$ cat config.mk
export PLATFORM = sky130hd
export DESIGN_NAME = uevr_regs
export DESIGN_NICKNAME = d
export VERILOG_FILES = /design/src/include/uevr_pkg.sv /design/src/include/uevr_reg_if.sv /design/src/hdl/uevr_regs.sv /design/src/hdl/uevr_axil_slave.sv
export SDC_FILE = /design/constraint.sdc
export NUM_CORES = 1
export LEC_CHECK = 0
export BUFFER_PORTS_ARGS = -buffer_cell sky130_fd_sc_hd__clkbuf_2
export CORE_AREA = 2 2 84 86
export DETAILED_ROUTE_END_ITERATION = 16
export DIE_AREA = 0 0 86 88
export GPL_TIMING_DRIVEN = 1
export PLACE_DENSITY = 0.84
export SLEW_MARGIN = 15
export SYNTH_ARGS = -nofsm -noshare
export SYNTH_HDL_FRONTEND = slang
export SYNTH_SLANG_ARGS = --single-unit
$ cat constraint.sdc
create_clock -name clk_sys -period 5.2 [get_ports clk_sys]
set_input_delay 0.78 -clock clk_sys [delete_from_list [all_inputs] [get_ports clk_sys]]
set_output_delay 0.78 -clock clk_sys [all_outputs]
set_load 0.05 [all_outputs]
$ cat src/include/uevr_pkg.sv
package uevr_pkg;
   // Register indices, byte address is four times the index
   localparam logic [7:0] IDX_CNT_HI = 8'hd5;
   localparam logic [7:0] IDX_CNT_LO = 8'hd6;
   localparam logic [7:0] IDX_HS_FLAGS = 8'hd7;
   localparam logic [7:0] IDX_HS_MASK = 8'hd9;
   localparam logic [7:0] IDX_ERR_FLAGS = 8'hda;
   localparam logic [7:0] IDX_USB_STAT = 8'he0;
   // Reset values
   localparam logic [7:0] RST_CNT_HI = 8'h00;
   localparam logic [7:0] RST_CNT_LO = 8'h00;
   localparam logic [7:0] RST_HS_FLAGS = 8'h00;
   localparam logic [7:0] RST_HS_MASK = 8'hff;
   localparam logic [7:0] RST_ERR_FLAGS = 8'h00;
   // Implemented bits, all others read as zero
   localparam logic [7:0] CNT_HI_BITS = 8'h03;
   localparam logic [7:0] ERR_BITS = 8'h5d;
   // Field positions
   localparam int CNT_HI_FULL = 1;
   localparam int CNT_HI_BIT8 = 0;
   localparam int HS_NYET_EP2 = 7;
   localparam int HS_NYET_EP0 = 6;
   localparam int ERR_TOKEN = 6;
   localparam int ERR_STALL = 4;
   localparam int ERR_TOGGLE = 3;
   localparam int ERR_RXFAULT = 2;
   localparam int ERR_CRC = 0;
   localparam int STAT_ERR_SUM = 0;
   // Shared SRAM start of the buffer B packet
   localparam logic [15:0] BUFB_SRAM_BASE = 16'h0300;
   // Bus shape
   localparam int ADDR_W = 12;
   localparam logic [1:0] RESP_OKAY = 2'h0;
   localparam logic [1:0] RESP_SLVERR = 2'h2;
endpackage : uevr_pkg

$ cat src/include/uevr_reg_if.sv
`timescale 1ns/1ps
interface uevr_reg_if;
   logic wr_go;
   logic [uevr_pkg::ADDR_W-1:0] wr_addr;
   logic [7:0] wr_data;
   logic wr_lane;
   logic wr_hit;
   logic rd_go;
   logic [uevr_pkg::ADDR_W-1:0] rd_addr;
   logic [7:0] rd_data;
   logic rd_hit;
   // Bus adapter side
   modport bus_side (output wr_go, wr_addr, wr_data, wr_lane, rd_go, rd_addr,
                     input wr_hit, rd_data, rd_hit);
   // Register bank side
   modport bank_side (input wr_go, wr_addr, wr_data, wr_lane, rd_go, rd_addr,
                      output wr_hit, rd_data, rd_hit);
endinterface : uevr_reg_if

$ cat src/hdl/uevr_regs.sv
`timescale 1ns/1ps
module uevr_regs #(
   parameter int NUM_EP = 3
) (
   // Clock and reset
   input wire logic clk_sys,
   input wire logic sys_rst,
   // AXI4-Lite write channels
   input wire logic [uevr_pkg::ADDR_W-1:0] s_axi_awaddr,
   input wire logic s_axi_awvalid,
   output logic s_axi_awready,
   input wire logic [31:0] s_axi_wdata,
   input wire logic [3:0] s_axi_wstrb,
   input wire logic s_axi_wvalid,
   output logic s_axi_wready,
   output logic [1:0] s_axi_bresp,
   output logic s_axi_bvalid,
   input wire logic s_axi_bready,
   // AXI4-Lite read channels
   input wire logic [uevr_pkg::ADDR_W-1:0] s_axi_araddr,
   input wire logic s_axi_arvalid,
   output logic s_axi_arready,
   output logic [31:0] s_axi_rdata,
   output logic [1:0] s_axi_rresp,
   output logic s_axi_rvalid,
   input wire logic s_axi_rready,
   // Handshake events from the USB engine, one-cycle pulses
   input wire logic [NUM_EP-1:0] nak_in_ep,
   input wire logic [NUM_EP-1:0] nak_out_ep,
   input wire logic nyet_out_ep0,
   input wire logic nyet_out_ep2,
   // Protocol error events, one-cycle pulses
   input wire logic err_token,
   input wire logic err_stall,
   input wire logic err_toggle,
   input wire logic err_rxfault,
   input wire logic err_crc,
   // Buffer B transmit setup
   output logic full_block_flag,
   output logic count_bit_eight,
   output logic [7:0] bufb_count_low,
   output logic [15:0] bufb_sram_base,
   // Status to the controller
   output logic handshake_event_irq,
   output logic usb_error_summary
);
   import uevr_pkg::*;

   uevr_reg_if rif ();

   // Bus slave: takes the AXI channels, presents single-cycle strobes
   uevr_axil_slave u_axil (
      .clk_sys (clk_sys),
      .sys_rst (sys_rst),
      .s_axi_awaddr (s_axi_awaddr),
      .s_axi_awvalid (s_axi_awvalid),
      .s_axi_awready (s_axi_awready),
      .s_axi_wdata (s_axi_wdata),
      .s_axi_wstrb (s_axi_wstrb),
      .s_axi_wvalid (s_axi_wvalid),
      .s_axi_wready (s_axi_wready),
      .s_axi_bresp (s_axi_bresp),
      .s_axi_bvalid (s_axi_bvalid),
      .s_axi_bready (s_axi_bready),
      .s_axi_araddr (s_axi_araddr),
      .s_axi_arvalid (s_axi_arvalid),
      .s_axi_arready (s_axi_arready),
      .s_axi_rdata (s_axi_rdata),
      .s_axi_rresp (s_axi_rresp),
      .s_axi_rvalid (s_axi_rvalid),
      .s_axi_rready (s_axi_rready),
      .rif (rif.bus_side)
   );

   logic [7:0] cnt_hi, next_cnt_hi;
   logic [7:0] cnt_lo, next_cnt_lo;
   logic [7:0] hs_flags, next_hs_flags;
   logic [7:0] hs_mask, next_hs_mask;
   logic [7:0] err_flags, next_err_flags;
   logic [7:0] hs_set, err_set;
   logic [7:0] wr_idx, rd_idx;
   logic wr_ok;
   logic [7:0] usb_stat;

   // Word index is address bits 9..2; upper bits and byte offset must be zero
   function automatic logic idx_mapped(input logic [ADDR_W-1:0] a);
      logic [7:0] i;
      i = a[9:2];
      idx_mapped = (a[ADDR_W-1:10] == '0) && (a[1:0] == 2'h0) &&
                   (i == IDX_CNT_HI || i == IDX_CNT_LO || i == IDX_HS_FLAGS ||
                    i == IDX_HS_MASK || i == IDX_ERR_FLAGS || i == IDX_USB_STAT);
   endfunction : idx_mapped

   // Decode; unmapped words answer SLVERR and touch nothing
   assign wr_idx = rif.wr_addr[9:2];
   assign rd_idx = rif.rd_addr[9:2];
   assign rif.wr_hit = idx_mapped(rif.wr_addr);
   assign rif.rd_hit = idx_mapped(rif.rd_addr);
   // A write without byte lane 0 is acknowledged but changes nothing
   assign wr_ok = rif.wr_go && rif.wr_hit && rif.wr_lane;

   // Per-endpoint NAK events land on bit pairs: IN at 2n+1, OUT at 2n
   for (genvar ep = 0; ep < NUM_EP; ep++) begin : g_nak
      assign hs_set[2*ep+1] = nak_in_ep[ep];
      assign hs_set[2*ep] = nak_out_ep[ep];
   end
   assign hs_set[HS_NYET_EP2] = nyet_out_ep2;
   assign hs_set[HS_NYET_EP0] = nyet_out_ep0;

   // Error events; reserved positions never set
   always_comb begin
      err_set = 8'h00;
      err_set[ERR_TOKEN] = err_token;
      err_set[ERR_STALL] = err_stall;
      err_set[ERR_TOGGLE] = err_toggle;
      err_set[ERR_RXFAULT] = err_rxfault;
      err_set[ERR_CRC] = err_crc;
   end

   // Next register values; a set in the clearing cycle survives the clear
   always_comb begin
      next_cnt_hi = cnt_hi;
      next_cnt_lo = cnt_lo;
      next_hs_mask = hs_mask;
      next_hs_flags = hs_flags;
      next_err_flags = err_flags;
      if (wr_ok && wr_idx == IDX_CNT_HI) begin
         next_cnt_hi = rif.wr_data & CNT_HI_BITS;
      end
      if (wr_ok && wr_idx == IDX_CNT_LO) begin
         next_cnt_lo = rif.wr_data;
      end
      if (wr_ok && wr_idx == IDX_HS_MASK) begin
         next_hs_mask = rif.wr_data;
      end
      if (wr_ok && wr_idx == IDX_HS_FLAGS) begin
         next_hs_flags = hs_flags & ~rif.wr_data;
      end
      if (wr_ok && wr_idx == IDX_ERR_FLAGS) begin
         next_err_flags = err_flags & ~rif.wr_data;
      end
      next_hs_flags = next_hs_flags | hs_set;
      next_err_flags = (next_err_flags | err_set) & ERR_BITS;
   end

   // Register storage
   always_ff @(posedge clk_sys) begin
      if (sys_rst) begin
         cnt_hi <= RST_CNT_HI;
         cnt_lo <= RST_CNT_LO;
         hs_flags <= RST_HS_FLAGS;
         hs_mask <= RST_HS_MASK;
         err_flags <= RST_ERR_FLAGS;
      end else begin
         cnt_hi <= next_cnt_hi;
         cnt_lo <= next_cnt_lo;
         hs_flags <= next_hs_flags;
         hs_mask <= next_hs_mask;
         err_flags <= next_err_flags;
      end
   end

   // Status word holds the error summary only
   always_comb begin
      usb_stat = 8'h00;
      usb_stat[STAT_ERR_SUM] = |err_flags;
   end

   // Read mux; reads have no side effects so the flags are safe to poll
   always_comb begin
      rif.rd_data = 8'h00;
      if (rif.rd_hit) begin
         unique case (rd_idx)
            IDX_CNT_HI: rif.rd_data = cnt_hi & CNT_HI_BITS;
            IDX_CNT_LO: rif.rd_data = cnt_lo;
            IDX_HS_FLAGS: rif.rd_data = hs_flags;
            IDX_HS_MASK: rif.rd_data = hs_mask;
            IDX_ERR_FLAGS: rif.rd_data = err_flags & ERR_BITS;
            IDX_USB_STAT: rif.rd_data = usb_stat;
            default: rif.rd_data = 8'h00;
         endcase
      end
   end

   // Count outputs straight from the register flops, SRAM base from a package constant
   assign full_block_flag = cnt_hi[CNT_HI_FULL];
   assign count_bit_eight = cnt_hi[CNT_HI_BIT8];
   assign bufb_count_low = cnt_lo;
   assign bufb_sram_base = BUFB_SRAM_BASE;
   // Level interrupt; firmware must clear the flag or mask it to drop it
   assign handshake_event_irq = |(hs_flags & ~hs_mask);
   assign usb_error_summary = usb_stat[STAT_ERR_SUM];

   logic wr_hs, wr_err, wr_hi;
   assign wr_hs = wr_ok && wr_idx == IDX_HS_FLAGS;
   assign wr_err = wr_ok && wr_idx == IDX_ERR_FLAGS;
   assign wr_hi = wr_ok && wr_idx == IDX_CNT_HI;
endmodule : uevr_regs

$ cat src/hdl/uevr_axil_slave.sv
`timescale 1ns/1ps
module uevr_axil_slave (
   // Clock and reset
   input wire logic clk_sys,
   input wire logic sys_rst,
   // Write channels
   input wire logic [uevr_pkg::ADDR_W-1:0] s_axi_awaddr,
   input wire logic s_axi_awvalid,
   output logic s_axi_awready,
   input wire logic [31:0] s_axi_wdata,
   input wire logic [3:0] s_axi_wstrb,
   input wire logic s_axi_wvalid,
   output logic s_axi_wready,
   output logic [1:0] s_axi_bresp,
   output logic s_axi_bvalid,
   input wire logic s_axi_bready,
   // Read channels
   input wire logic [uevr_pkg::ADDR_W-1:0] s_axi_araddr,
   input wire logic s_axi_arvalid,
   output logic s_axi_arready,
   output logic [31:0] s_axi_rdata,
   output logic [1:0] s_axi_rresp,
   output logic s_axi_rvalid,
   input wire logic s_axi_rready,
   // Register bank
   uevr_reg_if.bus_side rif
);
   import uevr_pkg::*;
   logic aw_held, next_aw_held, w_held, next_w_held;
   logic [ADDR_W-1:0] aw_addr, next_aw_addr;
   logic [7:0] w_data, next_w_data;
   logic w_lane, next_w_lane;
   logic bvalid, next_bvalid, rvalid, next_rvalid;
   logic [1:0] bresp, next_bresp, rresp, next_rresp;
   logic [31:0] rdata, next_rdata;

   // Address and data are parked until both are in, in either order
   assign s_axi_awready = !aw_held && !bvalid;
   assign s_axi_wready = !w_held && !bvalid;
   assign s_axi_arready = !rvalid;
   assign s_axi_bvalid = bvalid;
   assign s_axi_bresp = bresp;
   assign s_axi_rvalid = rvalid;
   assign s_axi_rdata = rdata;
   assign s_axi_rresp = rresp;
   assign rif.wr_go = aw_held && w_held && !bvalid;
   assign rif.wr_addr = aw_addr;
   assign rif.wr_data = w_data;
   assign rif.wr_lane = w_lane;
   assign rif.rd_go = s_axi_arvalid && !rvalid;
   assign rif.rd_addr = s_axi_araddr;

   // Channel state; only byte lane 0 carries register data
   always_comb begin
      next_aw_held = aw_held;
      next_aw_addr = aw_addr;
      next_w_held = w_held;
      next_w_data = w_data;
      next_w_lane = w_lane;
      next_bvalid = bvalid;
      next_bresp = bresp;
      next_rvalid = rvalid;
      next_rdata = rdata;
      next_rresp = rresp;
      if (s_axi_awvalid && s_axi_awready) begin
         next_aw_held = 1'b1;
         next_aw_addr = s_axi_awaddr;
      end
      if (s_axi_wvalid && s_axi_wready) begin
         next_w_held = 1'b1;
         next_w_data = s_axi_wdata[7:0];
         next_w_lane = s_axi_wstrb[0];
      end
      if (rif.wr_go) begin
         next_aw_held = 1'b0;
         next_w_held = 1'b0;
         next_bvalid = 1'b1;
         next_bresp = rif.wr_hit ? RESP_OKAY : RESP_SLVERR;
      end else if (bvalid && s_axi_bready) begin
         next_bvalid = 1'b0;
      end
      if (rif.rd_go) begin
         next_rvalid = 1'b1;
         next_rdata = {24'h000000, rif.rd_data};
         next_rresp = rif.rd_hit ? RESP_OKAY : RESP_SLVERR;
      end else if (rvalid && s_axi_rready) begin
         next_rvalid = 1'b0;
      end
   end

   // Registers only
   always_ff @(posedge clk_sys) begin
      if (sys_rst) begin
         aw_held <= 1'b0;
         aw_addr <= '0;
         w_held <= 1'b0;
         w_data <= 8'h00;
         w_lane <= 1'b0;
         bvalid <= 1'b0;
         bresp <= RESP_OKAY;
         rvalid <= 1'b0;
         rdata <= 32'h00000000;
         rresp <= RESP_OKAY;
      end else begin
         aw_held <= next_aw_held;
         aw_addr <= next_aw_addr;
         w_held <= next_w_held;
         w_data <= next_w_data;
         w_lane <= next_w_lane;
         bvalid <= next_bvalid;
         bresp <= next_bresp;
         rvalid <= next_rvalid;
         rdata <= next_rdata;
         rresp <= next_rresp;
      end
   end
endmodule : uevr_axil_slave

---- Yosys cells after proc, flatten, opt, wreduce, memory -nomap -nowiden ----
Index checks and enable logic that the tools add are counted.
storage, ports and cells
  output and inout bits ................... 69
  input bits .............................. 80
  flip-flop bits (word level) ............. 68
cells by class
  mux-type cells .......................... 10
  bitwise logic cells ..................... 7
  reduce and logical (&&, ||, !) cells .... 43
  equal/unequal tests ..................... 12
operator list
  operator                                     number
  equality test 8 bit (second input constant)  12
  case mux 8 bit (6 select lines)              1
  logical AND 1 bit                            20
  bitwise AND 8 bit                            2
  2-to-1 mux 8 bit                             2
  NOT 8 bit                                    2
  OR reduction 8 bit                           2
  logical OR 1 bit                             10
  zero test 2 bit                              4
  OR 8 bit                                     1
  bitwise AND 7 bit                            1
  2-to-1 mux 7 bit                             1
  OR 7 bit                                     1
  zero test 1 bit                              4
  2-to-1 mux 1 bit                             4
  2-to-1 mux 2 bit                             2
  nonzero test 2 bit                           2
  OR reduction 2 bit                           1

---- Logic depth before layout (Yosys ltp) ----
Gate-level depths: netlist (run 1).
  depth after elaboration ................. 12
  depth in mapped cells ................... 6

---- Hierarchy ----
From an unflattened synthesis (run 1), not the netlist that was laid out.
second synthesis, totals
  cells, all modules ...................... 427
  area total of the unflattened synthesis .. 3,454.6 um2
modules (own cells, without submodules)
  module           instances  area each (um2)  seq. area each (um2)  cells an instance
  uevr_regs        1          1,879.3          620.6                 231
  uevr_axil_slave  1          1,575.3          700.7                 196

---- Least setup slack after synthesis (run 1) ----
OpenSTA, ideal clock, no wires.
  path kind ............................... input-to-reg
  start point ............................. input port s_axi_araddr[4] (netlist bit)
  end point ............................... register u_axil.rdata[5], in the netlist u_axil.s_axi_rdata[5]
  path buffers ............................ 1
  arrival ................................. 2,079 ps
  cell stages on the path ................. 6
  path slack .............................. 3,034 ps
  library setup time ...................... 87 ps
  path through ............................ and2b_1 a21oi_1 o31a_1 or3_1 clkbuf_1 o31ai_1
on the way
  word-level cells in the longest chain between the ends .. 8
  elaborated cells between the ends (all ways) .. 14
  those cells by class .................... eq/ne: 6; mux: 2; reduce/logical: 6
ends and longest elaborated chain
  what                            RTL line                           source
  start, declared                 uevr_regs.sv:20                    input wire logic [uevr_pkg::ADDR_W-1:0] s_axi_araddr,
  equality test 8 bit             uevr_regs.sv:90, uevr_regs.sv:173
  logical OR 1 bit (3 in series)  uevr_regs.sv:90                    (i == IDX_CNT_HI || i == IDX_CNT_LO || i == IDX_HS_FLAGS ||
  logical OR 1 bit (2 in series)  uevr_regs.sv:91                    i == IDX_HS_MASK || i == IDX_ERR_FLAGS || i == IDX_USB_STAT);
  logical AND 1 bit               uevr_regs.sv:89                    idx_mapped = (a[ADDR_W-1:10] == '0) && (a[1:0] == 2'h0) &&
  2-to-1 mux 8 bit (*)            uevr_regs.sv:172                   if (rif.rd_hit) begin
  end signal, assigned            uevr_axil_slave.sv:113             rdata <= next_rdata;
  end, declared                   uevr_axil_slave.sv:35              logic [31:0] rdata, next_rdata;
Mark *: on every way between the ends. The rest lies on a longest branch, timed or not.
A chain may end at the register's enable or synchronous reset.

---- Worst setup path after layout (run 1) ----
Same ends and word-level chain as after synthesis.

==> flow_metrics.py, run 1 <==
metrics = {
    "cts": {
        "clkSinkCount": 66,
        "cts_max_level": 3,
        "ctsResizeCount": 0,
        "cts-root-buf": "clkbuf_8",
        "numCtsBuffers": 9,
        "clk_path_buf_depth": 2,
        "cts_tree": "done",
        "clk_pin_slew_ns": 0.08,
        "postCtsHoldBufs": 0,
        "postCtsSetupBuffers": 0,
        "clkLatencyLatePin_ns": 0.35,
    },
    "flow_run": {
        "maxCapViolCount": 0,
    },
    "final_layout": {
        "layout.cells.non_filler": 556,
        "nets": 551,
        "n_fill_cell": 613,
        "diodes": 0,
        "area_delta_synth_final_pct": 17.12,
        "drive_above_1_share_pct": 21.22,
    },
    "die": {
        "ioPinCount": 149,
        "die_area_um2": 7568,
        "dieWidth_um": 86,
        "placementRows": 30,
        "core-area_um2": 6644,
        "floorplan.die.height_um": 88,
        "initial_core_util_pct": 48.17,
    },
    "synth": {
        "synth.distinct_cells": 48,
        "yosys_warnings": 0,
        "synth.avg_cell_area_um2": 8.042,
        "ys_ff_latch": 66,
        "post-synth-top-count-cell": "dfxtp_1",
        "synth_seq_area_share_pct": 41.28,
        "async_flop_share_pct": 0,
        "synth_edf_count": 0,
        "yosysTopAreaCellShare_pct": 41.28,
        "ys_top_cells_by_area": "dfxtp_1, buf_4, nand2_1",
        "synthTopCellsByCount": "dfxtp_1, nand2_1, buf_4, a21oi_1, nor2_1",
        "yosysTopAreaCell": "dfxtp_1",
        "netlist_area_um2": 3201,
        "ys.flop_type": "dfxtp_1",
        "postSynthCellCount": 398,
    },
    "global_route": {
        "grtUsageTotal_pct": 20.81,
        "grt_overflow": 0,
        "antenna_found_initial": 0,
        "grt_pass1_vias": 2653,
        "grt_pass1_wl_mm": 12.23,
        "grt_max_degree": 61,
    },
    "routing": {
        "wl_met3_um": 627,
        "highest_layer": "met4",
        "vias_per_cell": 5.200,
        "drtAntennaViolNets": 0,
        "dr.pass1.iters": 4,
        "drc": 0,
        "wl_per_cell_um": 13.78,
        "drt-met1-wl_mm": 3.174,
        "met2_length_mm": 3.703,
        "route.final.wire_length_mm": 7.661,
        "drt_iter0_markers": 165,
        "vias": 2891,
    },
    "timing": {
        "relSlewSlack_pct": 38.41,
        "setup_viol": 0,
        "report.final.slew_viol_count": 0,
        "fmax_mhz": 407.0,
        "tightest_slew_ns": 0.9154,
        "finalCriticalPeriod_ns": 2.457,
        "hold_viol_final": 0,
        "finalSetupTns_ns": 0,
        "rsz0062_at_grt": "no",
        "finalCritPeriodShare_pct": 47.25,
        "clock_skew_ns": 0.01012,
    },
    "worst_setup_path": {
        "end_kind": "flip-flop",
        "crit_slowest_cell": "nor2b_1",
        "crit_chain": "clkbuf_2 > nor2b_1 > a21oi_1 > o31a_1 > or3_1 > o31ai_1",
        "max_stage_delay_ns": 0.68,
        "cp-start-kind": "input port",
        "cp.required_ns": 5.46,
        "worstPathArrival_ns": 2.72,
        "crit_fanout": 13,
        "worstSetupPathType": "input port to flip-flop",
    },
    "power_and_ir_drop": {
        "seq_power_share_pct": 41.5,
        "p_sw_share_pct": 27.87,
        "p_clk_share_pct": 43.9,
        "ir_drop_mv": 0.1908,
        "switchingPower_uw": 369.6,
        "cellLeakagePower_nw": 1.669,
        "power.total_mw": 1.326,
        "combPwrFrac_pct": 14.6,
        "p_per_area_nw_per_um2": 353.8,
        "p_int_uw": 956.6,
    },
    "placement": {
        "numPortBuffers": 79,
        "dpl.hpwl_mm": 5.599,
        "dp_cells": 540,
        "globalplace.congestion": 0.8757,
    },
    "hold_path": {
        "hp-class": "flip-flop to flip-flop",
    },
    "status": {
        "outcome": "complete, no violations",
    },
}
==> power by group through the flow <==
stage | sequential, mW | combinational (mW) | clock (mW)
6_report | 0.550 | 0.193 | 0.583
5_1_grt | 0.553 | 0.210 | 0.617
4_1_cts | 0.549 | 0.193 | 0.588
3_5_place_dp | 0.561 | 0.192 | 0
3_3_place_gp | 0.559 | 0.188 | 0
2_1_floorplan | 0.561 | 0.170 | 0
==> final cells by class <==
| class | instances | area, µm² | share of cell area [%] |
|---|---|---|---|
| flip-flops and latches | 66 | 1321 | 35.25 |
| multi-input cells | 296 | 1582 | 42.19 |
| inverters | 18 | 67.56 | 1.802 |
| clock buffers | 10 | 137.6 | 3.672 |
| well taps | 80 | 100.1 | 2.670 |
| repair buffers | 80 | 402.9 | 10.75 |
| clock inverters | 6 | 137.6 | 3.672 |
==> metal layers <==
| metal | GRT usage (%) | vias to the layer above |
|---|---|---|
| met4 | 8.658 | 0 |
| met3 | 6.315 | 15 |
| li1 | - | 1429 |
| met2 | 34.74 | 139 |
| met5 | 0 | - |
| met1 | 25.03 | 1308 |
==> registers in the layout, indices dropped and copies added, names as in the netlist <==
name                 count
u_axil.s_axi_bresp       1
u_axil.w_held            1
u_axil.rif.wr_data       8
u_axil.s_axi_rvalid      1
err_flags                5
u_axil.aw_held           1
bufb_count_low           8
u_axil.s_axi_bvalid      1
u_axil.rif.wr_lane       1
u_axil.s_axi_rdata       8
hs_flags                 8
u_axil.rif.wr_addr      12
hs_mask                  8
cnt_hi                   2
u_axil.s_axi_rresp       1
==> cells in the final DEF, fill, tap and decap left out, types with 3 or more instances in the layout <==
| cell | count |
|---|---|
| nor2_1 | 40 |
| a32oi_1 | 6 |
| nor2b_1 | 10 |
| clkbuf_8 | 10 |
| dfxtp_1 | 66 |
| nand3b_1 | 3 |
| a22o_1 | 3 |
| nor4_1 | 3 |
| nand2b_1 | 3 |
| a211o_1 | 8 |
| and2_1 | 4 |
| nand3_1 | 16 |
| o21ai_0 | 7 |
| a21oi_1 | 41 |
| inv_1 | 18 |
| mux2i_1 | 10 |
| conb_1 | 42 |
| clkbuf_2 | 79 |
| o31ai_1 | 3 |
| nand2_1 | 61 |
| o22ai_1 | 4 |
| bufinv_16 | 4 |
==> final timing paths <==
check	startpoint	endpoint	slack (ns)	cells past startpoint
setup / recovery	s_axi_araddr[4]	u_axil.s_axi_rdata[5]	2.74	6
hold / removal	u_axil.rif.wr_addr[8]	u_axil.rif.wr_addr[8]	0.46	2
setup reg to reg	u_axil.rif.wr_addr[11]	bufb_count_low[5]	2.78	5
hold reg to reg	u_axil.rif.wr_addr[8]	u_axil.rif.wr_addr[8]	0.46	2
==> metrics by stage <==
stage	hold WS [ns]	area, µm²	setup WS [ns]	util, %
finish	0.4596	3749	2.743	56.42
global route	0.4817	3749	2.602	56.42
CTS	0.4594	3749	2.754	56.42
detailed placement	0.4484	3473	2.394	52.28
global placement	0.4357	3473	2.477	52.28
floorplan	0.4356	3351	3.034	-
==> worst max-delay path: cells and delay by family <==
kind	cells	cell delay (ns)
AND/OR/NAND/NOR	2	1.13
AO/OA/AOI/OAI	3	0.70
buffers and inverters	1	0.11
==> logic make-up (layout without fill, tap and decap cells) <==
group	after synthesis	after routing	synth area share, %
buffers and inverters	76	114	14.00
other	2	42	0.2346
AND/OR/NAND/NOR	158	158	23.85
AO/OA/AOI/OAI	84	84	16.81
multiplexers	12	12	3.831
flip-flops	66	66	41.28
No activity file was read; power rests on OpenSTA's default activity.
==> inputs of run 2 (changes only) <==
Settings changed: CORE_AREA 2 2 84 86 to 2 2 86 88, DIE_AREA 0 0 86 88 to 0 0 88 90, PLACE_DENSITY 0.84 to 0.81.
Clock period 5.2 ns to 2.35 ns, I/O delays scaled along.
==> flow_metrics.py, run 2 (synthesized netlist as in run 1, its figures left out) <==
metrics = {
    "flow_run": {
        "maxCapViolCount": 0,
    },
    "cts": {
        "cts-root-buf": "clkbuf_8",
        "cts_max_level": 3,
        "postCtsSetupBuffers": 0,
        "postCtsHoldBufs": 0,
        "ctsResizeCount": 0,
        "clkLatencyLatePin_ns": 0.34,
        "clkSinkCount": 66,
        "clk_path_buf_depth": 2,
        "numCtsBuffers": 9,
        "cts_tree": "done",
        "clk_pin_slew_ns": 0.07,
    },
    "final_layout": {
        "final_cell_mix": "clkbuf_2, dfxtp_1, nand2_1, conb_1, a21oi_1",
        "largest_reg_flops": 12,
        "area_delta_synth_final_pct": 17.75,
        "n_fill_cell": 668,
        "multiInputGateArea_um2": 1582,
        "drive_above_1_share_pct": 21.88,
        "nets": 555,
        "register_area_um2": 1321,
        "final_common_cell": "clkbuf_2",
        "diodes": 0,
    },
    "worst_setup_path": {
        "worstSetupPathType": "flip-flop to flip-flop",
        "crit_chain": "or4_4 > nor4_4 > nand3b_1 > mux2i_1 > nor2_1",
        "rrSetupSlack_ns": 0.30,
        "max_stage_delay_ns": 0.57,
        "cp.required_ns": 2.56,
        "reg2regPathDepth": 5,
        "end_kind": "flip-flop",
        "cp-start-kind": "flip-flop",
        "crit_slowest_cell": "or4_4",
        "crit_family": "simple AND/OR/NAND/NOR gates",
        "worstPathArrival_ns": 2.27,
        "crit_fanout": 8,
        "critical_path_buf_inv_count": 0,
        "cp_num_cells": 5,
    },
    "timing": {
        "finalCriticalPeriod_ns": 2.053,
        "rsz0062_at_grt": "no",
        "finalCritPeriodShare_pct": 87.35,
        "relSlewSlack_pct": 62.21,
        "fin_ws_ns": 0.2974,
        "tightest_slew_ns": 0.5652,
        "report.final.slew_viol_count": 0,
        "clock_skew_ns": 0.009211,
        "hold_viol_final": 0,
        "fmax_mhz": 487.2,
        "finalSetupTns_ns": 0,
        "setup_viol": 0,
    },
    "placement": {
        "numPortBuffers": 79,
        "dpl.hpwl_mm": 5.724,
        "globalplace.congestion": 0.8614,
        "dp_slack_ns": 0.3019,
    },
    "routing": {
        "wl_per_cell_um": 12.97,
        "vias_per_cell": 5.126,
        "route.final.wire_length_mm": 7.507,
        "drt_iter0_markers": 221,
        "dr.pass1.iters": 8,
        "vias": 2968,
        "drc": 0,
        "drtAntennaViolNets": 0,
    },
    "die": {
        "placementRows": 31,
        "core-area_um2": 7020,
        "die_area_um2": 7920,
        "floorplan.die.height_um": 90,
        "ioPinCount": 149,
        "initial_core_util_pct": 45.59,
        "dieWidth_um": 88,
    },
    "status": {
        "outcome": "complete, no violations",
    },
    "hold_path": {
        "hp-class": "input port to flip-flop",
        "hold_depth": 2,
    },
    "power_and_ir_drop": {
        "power.total_mw": 2.795,
        "p_per_area_nw_per_um2": 741.7,
        "cellLeakagePower_nw": 1.664,
        "ir_drop_mv": 0.3712,
    },
    "global_route": {
        "grt_overflow": 0,
        "grt_pass1_wl_mm": 12.06,
        "antenna_found_initial": 0,
        "grt_max_degree": 53,
        "grtUsageTotal_pct": 19.16,
        "grt_pass1_vias": 2686,
    },
}
[run 2: per-stage QoR]
| step | util, % | hold WS, ns | cell area (µm²) | cells |
|---|---|---|---|---|
| after CTS | 53.68 | 0.1735 | 3769 | 579 |
| after detailed placement | 50.24 | 0.4466 | 3527 | 563 |
| after floorplan | - | 0.4356 | 3351 | 438 |
| after global routing | 53.68 | 0.1709 | 3769 | 579 |
| after global placement | 50.24 | 0.4372 | 3527 | 563 |
| final | 53.68 | 0.1837 | 3769 | 579 |
[run 2: power breakdown]
| part | switching (mW) | leakage, nW | internal [mW] | total (mW) |
|---|---|---|---|---|
| clock | 0.450 | 0.111 | 0.702 | 1.15 |
| combinational | 0.322 | 1.01 | 0.105 | 0.427 |
| sequential | 0.0485 | 0.541 | 1.17 | 1.22 |
[run 2: final cells by class]
type / instances / area share [%]
Clock buffer: 9 / 3.287
Clock inverter: 7 / 3.121
Inverter: 18 / 1.793
Multi-Input combinational cell: 296 / 41.97
Sequential cell: 66 / 35.06
Tap cell: 99 / 3.287
Timing Repair Buffer: 84 / 11.49
[run 2: worst reg2reg max path, cell delays in order (launching register included)]
cell and delay [ns]:
dfxtp_1 0.31, or4_4 0.57, nor4_4 0.24, nand3b_1 0.44, mux2i_1 0.30, nor2_1 0.06
[run 2: routing by layer]
metal  wire, µm  global-route usage (%)
met5          0                       0
met4        112                   7.179
met3        678                   5.051
met2       3560                   30.49
met1       3156                   24.61
[run 2: worst paths after layout]
path	from	endpoint
worst max-delay path	u_axil.rif.wr_addr[11]	bufb_count_low[7]
worst min register to register	u_axil.rif.wr_addr[9]	u_axil.rif.wr_addr[9]
worst min-delay path	s_axi_rready	u_axil.s_axi_rvalid
worst max register to register	u_axil.rif.wr_addr[11]	bufb_count_low[7]
